**config.mk**
```make
export PLATFORM = sky130hd
export DESIGN_NAME = ecwm_top
export DESIGN_NICKNAME = d
export VERILOG_FILES = /design/src/ecwm_pkg.sv /design/src/ecwm_word_if.sv /design/src/ecwm_port_image.sv /design/src/ecwm_top.sv
export SDC_FILE = /design/constraint.sdc
export NUM_CORES = 1
export LEC_CHECK = 0
export ABC_CLOCK_PERIOD_IN_PS = 5500
export BUFFER_PORTS_ARGS = -buffer_cell sky130_fd_sc_hd__buf_4
export CAP_MARGIN = 0
export CORE_MARGIN = 4
export CORE_UTILIZATION = 60
export CTS_BUF_LIST = sky130_fd_sc_hd__clkbuf_2 sky130_fd_sc_hd__clkbuf_4 sky130_fd_sc_hd__clkbuf_8
export CTS_CLUSTER_SIZE = 12
export DETAILED_ROUTE_END_ITERATION = 16
export PLACE_DENSITY = 0.95
export SKIP_CTS_REPAIR_TIMING = 1
export SLEW_MARGIN = 20
export SYNTH_ARGS = -nofsm -noshare
export SYNTH_HDL_FRONTEND = slang
export SYNTH_SLANG_ARGS = --single-unit
```
**constraint.sdc**
```tcl
create_clock -name core_clk -period 5.5 [get_ports core_clk]
set_clock_uncertainty 0.05 [all_clocks]
set_input_delay 1.1 -clock core_clk [delete_from_list [all_inputs] [get_ports core_clk]]
set_output_delay 1.1 -clock core_clk [all_outputs]
set_load 0.02 [all_outputs]
```
**src/ecwm_pkg.sv**
```systemverilog
// package for the eeprom config word mapper
// assumes: words arrive as 16-bit values tagged with their byte address
package ecwm_pkg;

   // ------------------------------------------------------------
   // eeprom word addresses handled here
   // ------------------------------------------------------------
   localparam logic [7:0] WORD_0C = 8'h0c;
   localparam logic [7:0] WORD_0E = 8'h0e;
   localparam logic [7:0] WORD_10 = 8'h10;
   localparam logic [7:0] WORD_12 = 8'h12;
   localparam logic [7:0] WORD_14 = 8'h14;

   // ------------------------------------------------------------
   // configuration offsets (per port)
   // ------------------------------------------------------------
   localparam logic [7:0] CFG_70 = 8'h70;
   localparam logic [7:0] CFG_74 = 8'h74;
   localparam logic [7:0] CFG_78 = 8'h78;
   localparam logic [7:0] CFG_7C = 8'h7c;
   localparam logic [7:0] CFG_8C = 8'h8c;
   localparam logic [7:0] CFG_94 = 8'h94;
   localparam logic [7:0] CFG_C4 = 8'hc4;
   localparam logic [7:0] CFG_CC = 8'hcc;
   localparam logic [7:0] CFG_E4 = 8'he4;

   // register indices inside the per-port image
   localparam int NUM_CFG = 9;
   localparam logic [3:0] IX_70 = 4'h0;
   localparam logic [3:0] IX_74 = 4'h1;
   localparam logic [3:0] IX_78 = 4'h2;
   localparam logic [3:0] IX_7C = 4'h3;
   localparam logic [3:0] IX_8C = 4'h4;
   localparam logic [3:0] IX_94 = 4'h5;
   localparam logic [3:0] IX_C4 = 4'h6;
   localparam logic [3:0] IX_CC = 4'h7;
   localparam logic [3:0] IX_E4 = 4'h8;

   // hardware default of every image register before load
   localparam logic [31:0] CFG_RESET = 32'h0000_0000;

   // avalon register map: status and port select / read window
   localparam logic [7:0] REG_STATUS = 8'h00;
   localparam logic [7:0] REG_PORTSEL = 8'h04;
   localparam logic [9:0] REG_WINDOW = 10'h100;
   localparam logic [31:0] UNMAPPED_DATA = 32'hdead_beef;

   // read answer delay in cycles
   localparam int READ_LATENCY = 1;

   typedef enum logic [1:0] {ECWM_IDLE, ECWM_LOAD, ECWM_DONE} ecwm_state_e;

endpackage

```
**src/ecwm_word_if.sv**
```systemverilog
// interface carrying one loaded eeprom word into the port image
// assumes: single clock, source drives valid for one cycle per word
interface ecwm_word_if;
   logic        valid;
   logic [7:0]  addr;
   logic [15:0] data;
   modport src (output valid, output addr, output data);
   modport dst (input valid, input addr, input data);
endinterface

```
**src/ecwm_port_image.sv**
```systemverilog
// per-port configuration image for the loaded eeprom words
// assumes: one word per cycle on the word interface, synchronous reset
module ecwm_port_image #(
   parameter bit HAS_BW_NOTIFY = 1'b1
) (
   // clock and reset
   input wire logic         core_clk,
   input wire logic         reset,
   // loaded words
   ecwm_word_if.dst         word,
   // read side
   input wire logic [3:0]   rd_index,
   output logic     [31:0]  rd_data
);
   logic [31:0] cfg_reg [ecwm_pkg::NUM_CFG];

   // ------------------------------------------------------------
   // word to field mapping
   // ------------------------------------------------------------
   // each word only touches its own bits; untouched bits keep reset defaults [RL22]
   always_ff @(posedge core_clk) begin
      if (reset) begin
         for (int i = 0; i < ecwm_pkg::NUM_CFG; i++) begin
            cfg_reg[i] <= ecwm_pkg::CFG_RESET;
         end
      end else if (word.valid) begin
         case (word.addr)
            ecwm_pkg::WORD_0C: begin
               cfg_reg[ecwm_pkg::IX_C4][1:0]   <= word.data[1:0];   // [RL1]
               cfg_reg[ecwm_pkg::IX_CC][11:10] <= word.data[3:2];   // [RL2]
               cfg_reg[ecwm_pkg::IX_C4][15]    <= word.data[4];     // [RL3]
               cfg_reg[ecwm_pkg::IX_70][14]    <= word.data[5];     // [RL4]
               cfg_reg[ecwm_pkg::IX_74][15]    <= word.data[6];     // [RL5]
               cfg_reg[ecwm_pkg::IX_70][13]    <= word.data[7];     // [RL6]
               cfg_reg[ecwm_pkg::IX_8C][5]     <= word.data[8];     // [RL7]
               if (HAS_BW_NOTIFY) begin
                  cfg_reg[ecwm_pkg::IX_CC][21] <= word.data[9];     // [RL8]
               end
               cfg_reg[ecwm_pkg::IX_8C][6]     <= word.data[10];    // [RL9]
               cfg_reg[ecwm_pkg::IX_8C][0]     <= word.data[11];    // [RL10]
               cfg_reg[ecwm_pkg::IX_CC][19]    <= word.data[12];    // [RL11]
               cfg_reg[ecwm_pkg::IX_8C][1]     <= word.data[13];    // [RL12]
               cfg_reg[ecwm_pkg::IX_E4][12]    <= word.data[14];    // [RL13]
               cfg_reg[ecwm_pkg::IX_8C][3]     <= word.data[15];    // [RL14]
            end
            ecwm_pkg::WORD_0E: begin
               cfg_reg[ecwm_pkg::IX_94][14:0]  <= word.data[14:0];  // [RL15]
               cfg_reg[ecwm_pkg::IX_E4][18]    <= word.data[15];    // [RL16]
            end
            ecwm_pkg::WORD_10: begin
               cfg_reg[ecwm_pkg::IX_74][30:16] <= word.data[14:0];  // [RL17]
               cfg_reg[ecwm_pkg::IX_8C][31]    <= word.data[15];    // [RL18]
            end
            ecwm_pkg::WORD_12: begin
               cfg_reg[ecwm_pkg::IX_78][30:16] <= word.data[14:0];  // [RL19]
               cfg_reg[ecwm_pkg::IX_8C][16]    <= word.data[15];    // [RL20]
            end
            ecwm_pkg::WORD_14: begin
               cfg_reg[ecwm_pkg::IX_7C][6:0]   <= word.data[6:0];   // [RL21]
            end
            default: begin
            end
         endcase
      end
   end

   // read mux; out of range reads as zero
   always_comb begin
      rd_data = 32'h0000_0000;
      if (rd_index < 4'(ecwm_pkg::NUM_CFG)) begin
         rd_data = cfg_reg[rd_index];
      end
   end
endmodule // ecwm_port_image

```
**src/ecwm_top.sv**
```systemverilog
// eeprom config word mapper: applies words 0ch..14h to ports 0..2
// assumes: words delivered by an upstream eeprom reader, avalon-mm host reads the image
//
// Operation
// RL1: word 0ch bits 1:0 to c4h bits 1:0, ports 0-2.
// RL2: word 0ch bits 3:2 to cch bits 11:10, ports 0-2.
// RL3: word 0ch bit 4 to c4h bit 15, ports 0-2.
// RL4: word 0ch bit 5 to 70h bit 14, msi disable.
// RL5: word 0ch bit 6 to 74h bit 15, compliance parity disable.
// RL6: word 0ch bit 7 to 70h bit 13, power management disable.
// RL7: word 0ch bit 8 to 8ch bit 5, posted pass non-posted.
// RL8: word 0ch bit 9 to cch bit 21, ports 1 and 2 only.
// RL9: word 0ch bit 10 to 8ch bit 6, ordering freeze.
// RL10: word 0ch bit 11 to 8ch bit 0, zero shortens sof latency.
// RL11: word 0ch bit 12 to cch bit 19, surprise down.
// RL12: word 0ch bit 13 to 8ch bit 1, data select writable.
// RL13: word 0ch bit 14 to e4h bit 12, ltr enable.
// RL14: word 0ch bit 15 to 8ch bit 3, 4kb boundary check.
// RL15: word 0eh bits 14:0 to 94h bits 14:0, margin levels.
// RL16: word 0eh bit 15 to e4h bit 18, obff enable.
// RL17: word 10h bits 14:0 to 74h bits 30:16, nominal levels.
// RL18: word 10h bit 15 to 8ch bit 31, gen2 low deemph mode.
// RL19: word 12h bits 14:0 to 78h bits 30:16, post cursor.
// RL20: word 12h bit 15 to 8ch bit 16, phy control six bit 0.
// RL21: word 14h bits 6:0 to 7ch bits 6:0, latency and detect.
// RL22: host access waits until load is done; unloaded bits keep defaults.
module ecwm_top #(
   parameter int NUM_PORTS = 3
) (
   // clock and reset
   input  wire logic        core_clk,
   input  wire logic        reset,
   // loaded eeprom words
   input  wire logic        load_start,
   input  wire logic        load_word_valid,
   input  wire logic [7:0]  load_word_addr,
   input  wire logic [15:0] load_word_data,
   input  wire logic        load_end,
   // avalon-mm slave
   input  wire logic [9:0]  avs_address,
   input  wire logic        avs_read,
   input  wire logic        avs_write,
   input  wire logic [31:0] avs_writedata,
   input  wire logic [3:0]  avs_byteenable,
   output logic      [31:0] avs_readdata,
   output logic             avs_waitrequest,
   // status
   output logic             load_done
);
   // ------------------------------------------------------------
   // load sequencing
   // ------------------------------------------------------------
   ecwm_pkg::ecwm_state_e state_reg;
   ecwm_word_if word_bus ();

   // idle until start, load words, done at end
   always_ff @(posedge core_clk) begin
      if (reset) begin
         state_reg <= ecwm_pkg::ECWM_IDLE;
      end else begin
         case (state_reg)
            ecwm_pkg::ECWM_IDLE: if (load_start) state_reg <= ecwm_pkg::ECWM_LOAD;
            ecwm_pkg::ECWM_LOAD: if (load_end) state_reg <= ecwm_pkg::ECWM_DONE;
            ecwm_pkg::ECWM_DONE: if (load_start) state_reg <= ecwm_pkg::ECWM_LOAD;
            default: state_reg <= ecwm_pkg::ECWM_IDLE;
         endcase
      end
   end

   // words only accepted while loading
   assign word_bus.valid = load_word_valid && (state_reg == ecwm_pkg::ECWM_LOAD);
   assign word_bus.addr  = load_word_addr;
   assign word_bus.data  = load_word_data;
   assign load_done      = (state_reg == ecwm_pkg::ECWM_DONE);

   // ------------------------------------------------------------
   // port images
   // ------------------------------------------------------------
   logic [1:0]  portsel_reg;
   logic [31:0] img_data [NUM_PORTS];

   genvar p;
   generate
      for (p = 0; p < NUM_PORTS; p++) begin : g_port
         // bandwidth notification exists only on downstream ports
         ecwm_port_image #(.HAS_BW_NOTIFY(p != 0)) u_img (  // [RL8]
            .core_clk (core_clk),
            .reset    (reset),
            .word     (word_bus),
            .rd_index (avs_address[5:2]),
            .rd_data  (img_data[p])
         );
      end
   endgenerate

   // ------------------------------------------------------------
   // avalon slave
   // ------------------------------------------------------------
   logic        ack_reg;
   logic        busy;
   logic [31:0] rdata_next;

   // host held off until load completes [RL22]
   assign busy = (state_reg != ecwm_pkg::ECWM_DONE);
   assign avs_waitrequest = (avs_read || avs_write) && (busy || !ack_reg);

   // one wait cycle per access gives registered read data
   always_ff @(posedge core_clk) begin
      if (reset) begin
         ack_reg <= 1'b0;
      end else begin
         ack_reg <= (avs_read || avs_write) && !busy && !ack_reg;
      end
   end

   // port select register steers the read window
   always_ff @(posedge core_clk) begin
      if (reset) begin
         portsel_reg <= 2'h0;
      end else if (avs_write && !avs_waitrequest && avs_address == 10'(ecwm_pkg::REG_PORTSEL)
                   && avs_byteenable[0]) begin
         portsel_reg <= avs_writedata[1:0];
      end
   end

   // read decode
   always_comb begin
      rdata_next = ecwm_pkg::UNMAPPED_DATA;
      if (avs_address == 10'(ecwm_pkg::REG_STATUS)) begin
         rdata_next = {30'h0, state_reg == ecwm_pkg::ECWM_LOAD, load_done};
      end else if (avs_address == 10'(ecwm_pkg::REG_PORTSEL)) begin
         rdata_next = {30'h0, portsel_reg};
      end else if (avs_address[9:8] == 2'h1 && portsel_reg < 2'(NUM_PORTS)) begin
         rdata_next = img_data[portsel_reg];
      end
   end

   always_ff @(posedge core_clk) begin
      if (reset) begin
         avs_readdata <= 32'h0000_0000;
      end else if (avs_read && !busy && !ack_reg) begin
         avs_readdata <= rdata_next;
      end
   end
endmodule // ecwm_top

```
==> results.py, run 1 <==
metrics = {
    "run_status": {
        "status": "finished, final reports clean",
    },
    "yosys": {
        "yosysUniqueCellTypes": 54,
        "ys_seq_elements": 108,
        "async_reset_ff_frac": 0,
        "yosysWarnings": 0,
        "synth.cell_area_um2": 4633,
        "synth_area_leaders": "edfxtp_1 (46%), dfxtp_1 (16%), a21oi_1 (5.9%)",
        "yosysTopAreaCell": "edfxtp_1",
        "synth_ff_type": "edfxtp_1",
        "synth_area_per_cell_um2": 11.58,
        "postSynthCellCount": 400,
        "synth_nets": 477,
        "synth_seq_area_share": 0.6200,
        "synth_edf_count": 71,
        "synth_top_area_frac": 0.4602,
    },
    "final_layout": {
        "final_cells": 563,
        "largest_reg_flops": 71,
        "num_antenna_cells": 0,
        "drive_gt1_frac": 0.2177,
        "synthToLayoutAreaGrowth_pct": 16.93,
        "nets": 536,
    },
    "timing": {
        "setup_tns_ps": 0,
        "worstMarginPinSlew_ps": 1070,
        "rsz0062_at_grt": "no",
        "fmax_ghz": 0.3670,
        "setup_viol": 0,
        "post-route-period-util": 0.4954,
        "finalHoldViolCount": 0,
        "maxSlewHeadroom": 0.2844,
        "slew_viol_final": 0,
        "setup_slack_ps": 2775,
        "finalCriticalPeriod_ps": 2725,
    },
    "clock_network": {
        "cts-buffers-inserted": 9,
        "clkTransAtPathRegs_ps": 90,
        "clk_latency_ps": 370,
        "htreeDepth": 3,
        "cts.path.max_buffers": 2,
        "cts_root_buf": "clkbuf_8",
        "cts_tree": "done",
        "clock-sinks": 108,
    },
    "floorplan": {
        "fp.dieW_um": 95.88,
        "core_um2": 7370,
        "io_pins": 111,
        "initial_core_util": 0.6287,
        "num_rows": 31,
        "die-area_um2": 9192,
        "fp.dieH_um": 95.88,
    },
    "pwr": {
        "power_leakage_nw": 2.010,
        "power_mw": 1.554,
        "ir_worst_vdd_uv": 206.8,
        "powerDensity_nw_per_um2": 286.8,
    },
    "setup_path": {
        "start_kind": "input pin",
        "cp_cell_sequence": "buf_4 -> nor2_1 -> a21oi_1 -> buf_4",
        "critPathLaunch": "avs_read",
        "arrival_ps": 1570,
        "reg2reg_from": "portsel_reg[1]",
        "crit_end": "avs_waitrequest",
        "rrSetupSlack_ps": 3200,
        "worstReg2RegEnd": "avs_readdata[14]",
        "crit_slowest_cell": "buf_4",
        "cp_max_fo": 2,
        "cp.required_ps": 4350,
        "critPathCaptureType": "output pin",
        "reg2reg_depth": 4,
        "critical-path-max-stage-delay_ps": 160,
        "critPathKind": "input pin to output pin",
        "path_common_cell": "buf_4",
    },
    "grt": {
        "antenna_found_initial": 0,
        "track_usage": 0.2494,
        "grt_max_degree": 51,
        "grt_overflow": 0,
        "grt_pass1_vias": 3295,
        "grt_pass1_wl_um": 17040,
    },
    "detailed_routing": {
        "wl_per_cell_um": 19.41,
        "drc": 0,
        "drt_iter0_markers": 409,
        "first_pass_iters": 5,
        "ant_nets": 0,
        "viasPerCell": 6.202,
        "vias": 3492,
        "wl_um": 10930,
    },
    "run": {
        "cap_violations": 0,
    },
    "placed_design": {
        "gp_congestion": 0.8480,
        "dp_hpwl_um": 7196,
        "place_inst": 547,
        "numPortBuffers": 77,
        "place_ws_ps": 2420,
    },
    "worst_hold_path": {
        "min_path_type": "register to register",
    },
}
## Yosys cell counts, drive strengths merged, types with 6 or more instances
library cell / number
nor2: 12
nand3b: 25
and2: 24
nand2: 26
buf: 14
and3: 7
a21oi: 55
clkbuf: 16
o21ai: 24
or4: 6
edfxtp: 71
a22oi: 6
nand3: 10
a211oi: 10
dfxtp: 37
## layout make-up
type | instances | area (µm²)
Tap cell | 99 | 123.9
Clock inverter | 3 | 68.82
Fill cell | 468 | 1952
Timing Repair Buffer | 78 | 585.6
Inverter | 4 | 15.01
Multi-Input combinational cell | 258 | 1592
Sequential cell | 108 | 2873
Clock buffer | 13 | 160.2
## critical path, delay by kind of cell
kind | cells | cell delay, ps
AO/OA/AOI/OAI | 1 | 60
AND/OR/NAND/NOR | 1 | 130
buffers and inverters | 2 | 280
## power by group
group          switching, mW  total [mW]  internal [mW]
logic                 0.0677       0.114         0.0458
registers            0.00929       0.891          0.882
clock network          0.262       0.549          0.286
total                  0.339        1.55           1.21
## layer usage
metal,track usage,share of wire
met5,0,0
met4,0.1066,0.026
met3,0.05317,0.089
met2,0.4088,0.49
met1,0.3217,0.39
## worst min path at each step
stage                     slack, ps  depth (start not counted)               end        startpoint
after floorplan                 410                          1           ack_reg           ack_reg
after global placement          390                          2  avs_readdata[29]  avs_readdata[29]
after detailed placement        390                          2  avs_readdata[29]  avs_readdata[29]
after CTS                       410                          2  avs_readdata[29]  avs_readdata[29]
after global routing            430                          2  avs_readdata[15]  avs_readdata[15]
final                           410                          2  avs_readdata[31]  avs_readdata[31]
## kinds of logic after synthesis
family / count (synthesis) / share of synthesized area
mux: 3 / 0.006481
flops: 108 / 0.6200
buf+inv: 34 / 0.03645
compound gates: 113 / 0.1426
simple gates: 142 / 0.1944
## placed cells by master (no fill, tap or decap), types with 6 or more instances in the layout
cell and count:
a211oi_1 10, dfxtp_1 37, edfxtp_1 71, clkbuf_8 10, and2_1 24, nand2_1 25
o21ai_0 23, or4_1 6, a21oi_1 55, a22oi_1 6, nor2_1 12, nand3b_1 25
buf_4 78, nand3_1 10, and3_1 7
## metrics by stage
stage          instance area, µm²  hold WS (ps)  utilization
2_1_floorplan                4633         408.7            -
3_3_place_gp                 5189         390.2       0.7041
3_5_place_dp                 5189         393.4       0.7041
4_1_cts                      5418         407.0       0.7351
5_1_grt                      5418         427.2       0.7351
6_report                     5418         406.3       0.7351
(Power assumes the default switching activity.)
==> run 2: changes to the inputs <==
ABC_AREA = 1   (was unset)
ABC_CLOCK_PERIOD_IN_PS = 2700   (was 5500)
CORE_UTILIZATION = 55   (was 60)
PLACE_DENSITY = 0.93   (was 0.95)
clock period = 2.7 ns   (was 5.5 ns; I/O delays follow)
==> results.py, run 2 <==
metrics = {
    "clock_network": {
        "cts-buffers-inserted": 9,
        "clock-sinks": 108,
        "htreeDepth": 3,
        "clkTransAtPathRegs_ps": 100,
        "cts_root_buf": "clkbuf_8",
        "cts.path.max_buffers": 2,
        "clk_latency_ps": 370,
        "cts_tree": "done",
    },
    "final_layout": {
        "final_cells": 666,
        "synthToLayoutAreaGrowth_pct": 19.36,
        "layout_commonest_cell": "nand2_1",
        "postLayoutCellArea_um2": 5539,
        "nFillCells": 611,
        "mostFrequentLayoutCells": "nand2_1 (163), buf_4 (89), edfxtp_1 (71)",
        "drive_gt1_frac": 0.2549,
        "num_antenna_cells": 0,
        "largest_reg_flops": 71,
        "nets": 633,
        "utilization": 0.6741,
    },
    "yosys": {
        "synth_nets": 551,
        "synth_top_area_frac": 0.4594,
        "synth_area_leaders": "edfxtp_1 (46%), dfxtp_1 (16%), nand2_1 (13%)",
        "synthMostInstantiatedCell": "nand2_1",
        "synth_common_cells": "nand2_1 (163), edfxtp_1 (71), dfxtp_1 (37), a21oi_1 (36), inv_1 (31)",
        "synth_area_per_cell_um2": 9.791,
        "postSynthCellCount": 474,
        "synth.cell_area_um2": 4641,
        "yosysWarnings": 0,
        "synth_seq_area_share": 0.6190,
        "synth_edf_count": 71,
        "yosysTopAreaCell": "edfxtp_1",
        "async_reset_ff_frac": 0,
        "yosysUniqueCellTypes": 28,
        "ys_seq_elements": 108,
        "synth_ff_type": "edfxtp_1",
    },
    "detailed_routing": {
        "wl_um": 11260,
        "drt_iter0_markers": 427,
        "wl_per_cell_um": 16.91,
        "ant_nets": 0,
        "drc": 0,
        "viasPerCell": 5.492,
        "first_pass_iters": 5,
        "vias": 3658,
    },
    "setup_path": {
        "rrSetupSlack_ps": 790,
        "critical-path-max-stage-delay_ps": 350,
        "cp_num_buf_inv": 1,
        "critPathKind": "register to register",
        "cp_cell_sequence": "inv_2 -> nor2_2 -> nand2_1 -> nor2_2 -> nand2_1 -> nor3_2 -> nor2_4 -> nor2_1",
        "reg2reg_from": "state_reg[0]",
        "cp.depth": 8,
        "cp_max_fo": 12,
        "worstReg2RegEnd": "g_port[1].u_img.cfg_reg[0][14]",
        "arrival_ps": 2000,
        "crit_end": "g_port[1].u_img.cfg_reg[0][14]",
        "cp.required_ps": 2790,
        "critPathCaptureType": "register",
        "path_delay_family": "simple AND/OR/NAND/NOR gates",
        "crit_slowest_cell": "nor2_1",
        "start_kind": "register",
        "reg2reg_depth": 8,
        "critPathLaunch": "state_reg[0]",
    },
    "timing": {
        "maxSlewHeadroom": 0.6513,
        "slew_viol_final": 0,
        "finalCriticalPeriod_ps": 1907,
        "worstMarginPinSlew_ps": 523.0,
        "finalHoldViolCount": 0,
        "fmax_ghz": 0.5243,
        "post-route-period-util": 0.7065,
        "setup_tns_ps": 0,
        "setup_viol": 0,
        "rsz0062_at_grt": "no",
    },
    "run": {
        "cap_violations": 0,
    },
    "floorplan": {
        "num_rows": 33,
        "fp.dieW_um": 99.86,
        "initial_core_util": 0.5648,
        "die-area_um2": 9971,
        "core_um2": 8217,
        "fp.dieH_um": 99.86,
        "io_pins": 111,
    },
    "placed_design": {
        "gp_congestion": 0.8587,
        "dp_hpwl_um": 8018,
        "postPlaceCellArea_um2": 5313,
        "numPortBuffers": 77,
        "place_inst": 650,
    },
    "pwr": {
        "ir_worst_vdd_uv": 286.7,
        "power_leakage_nw": 2.282,
        "powerDensity_nw_per_um2": 572.8,
    },
    "grt": {
        "track_usage": 0.2324,
        "grt_pass1_vias": 3574,
        "antenna_found_initial": 0,
        "grt_overflow": 0,
        "grt_max_degree": 35,
        "grt_pass1_wl_um": 17730,
    },
    "worst_hold_path": {
        "min_path_type": "input pin to register",
    },
    "run_status": {
        "status": "finished, final reports clean",
    },
}
## run 2: cell count changes after synthesis, moves of 17 or more
cell | previous run | this run
nand2_1 | 25 | 163
inv_1 | 4 | 31
nand3b_1 | 25 | 0
a21oi_1 | 55 | 36
and2_1 | 24 | 0
nand3_1 | 10 | 27
## run 2: final cells by class
cell class / instances / area, µm² / share of cell area
clock inverters: 6 / 95.09 / 0.01717
clock buffers: 10 / 131.4 / 0.02372
flip-flops and latches: 108 / 2873 / 0.5186
repair buffers: 89 / 668.1 / 0.1206
multi-input cells: 310 / 1493 / 0.2695
well taps: 105 / 131.4 / 0.02372
inverters: 38 / 147.6 / 0.02665
## run 2: per-stage QoR
stage                     setup WS, ps  power, mW  hold slack, ps
after global placement           693.3      2.097           386.3
after global routing             619.2      3.269           378.9
after CTS                        776.5      3.164           375.9
final                            792.6      3.173           369.9
after floorplan                  859.4      1.995           372.2
after detailed placement         589.6      2.109           396.9
## run 2: logic make-up (layout without fill, tap and decap cells)
group                  count (synthesis)  count (layout)  synth area share
AND/OR/NAND/NOR                      243             243            0.2367
flip-flops                           108             108            0.6190
AO/OA/AOI/OAI                         67              67           0.08493
buffers and inverters                 56             143           0.05931
## run 2: worst reg2reg max path: cells and delay by family (launching register included)
family                 cells  cell delay, ps
and+or+nand+nor            7            1240
DFF                        1             340
buffers and inverters      1              50
## run 2: layer usage
metal	vias to the layer above	track usage	part of all wire
met4	0	0.09874	0.031
met2	206	0.4017	0.50
met1	1677	0.2859	0.38
met3	36	0.04239	0.087
li1	1739	-	-
met5	-	0	0
## run 2: report_power, final
group          switching (mW)  total, mW  internal (mW)
combinational           0.166      0.265         0.0991
sequential             0.0164       1.81           1.80
clock                   0.553       1.10          0.543
## run 2: worst min path at each step
stage,from,to,slack (ps),depth (start not counted)
after floorplan,ack_reg,ack_reg,370,1
after CTS,load_start,state_reg[1],380,3
after detailed placement,ack_reg,ack_reg,400,1
after global placement,ack_reg,ack_reg,390,1
after global routing,load_start,state_reg[1],380,3
final,load_start,state_reg[1],370,3
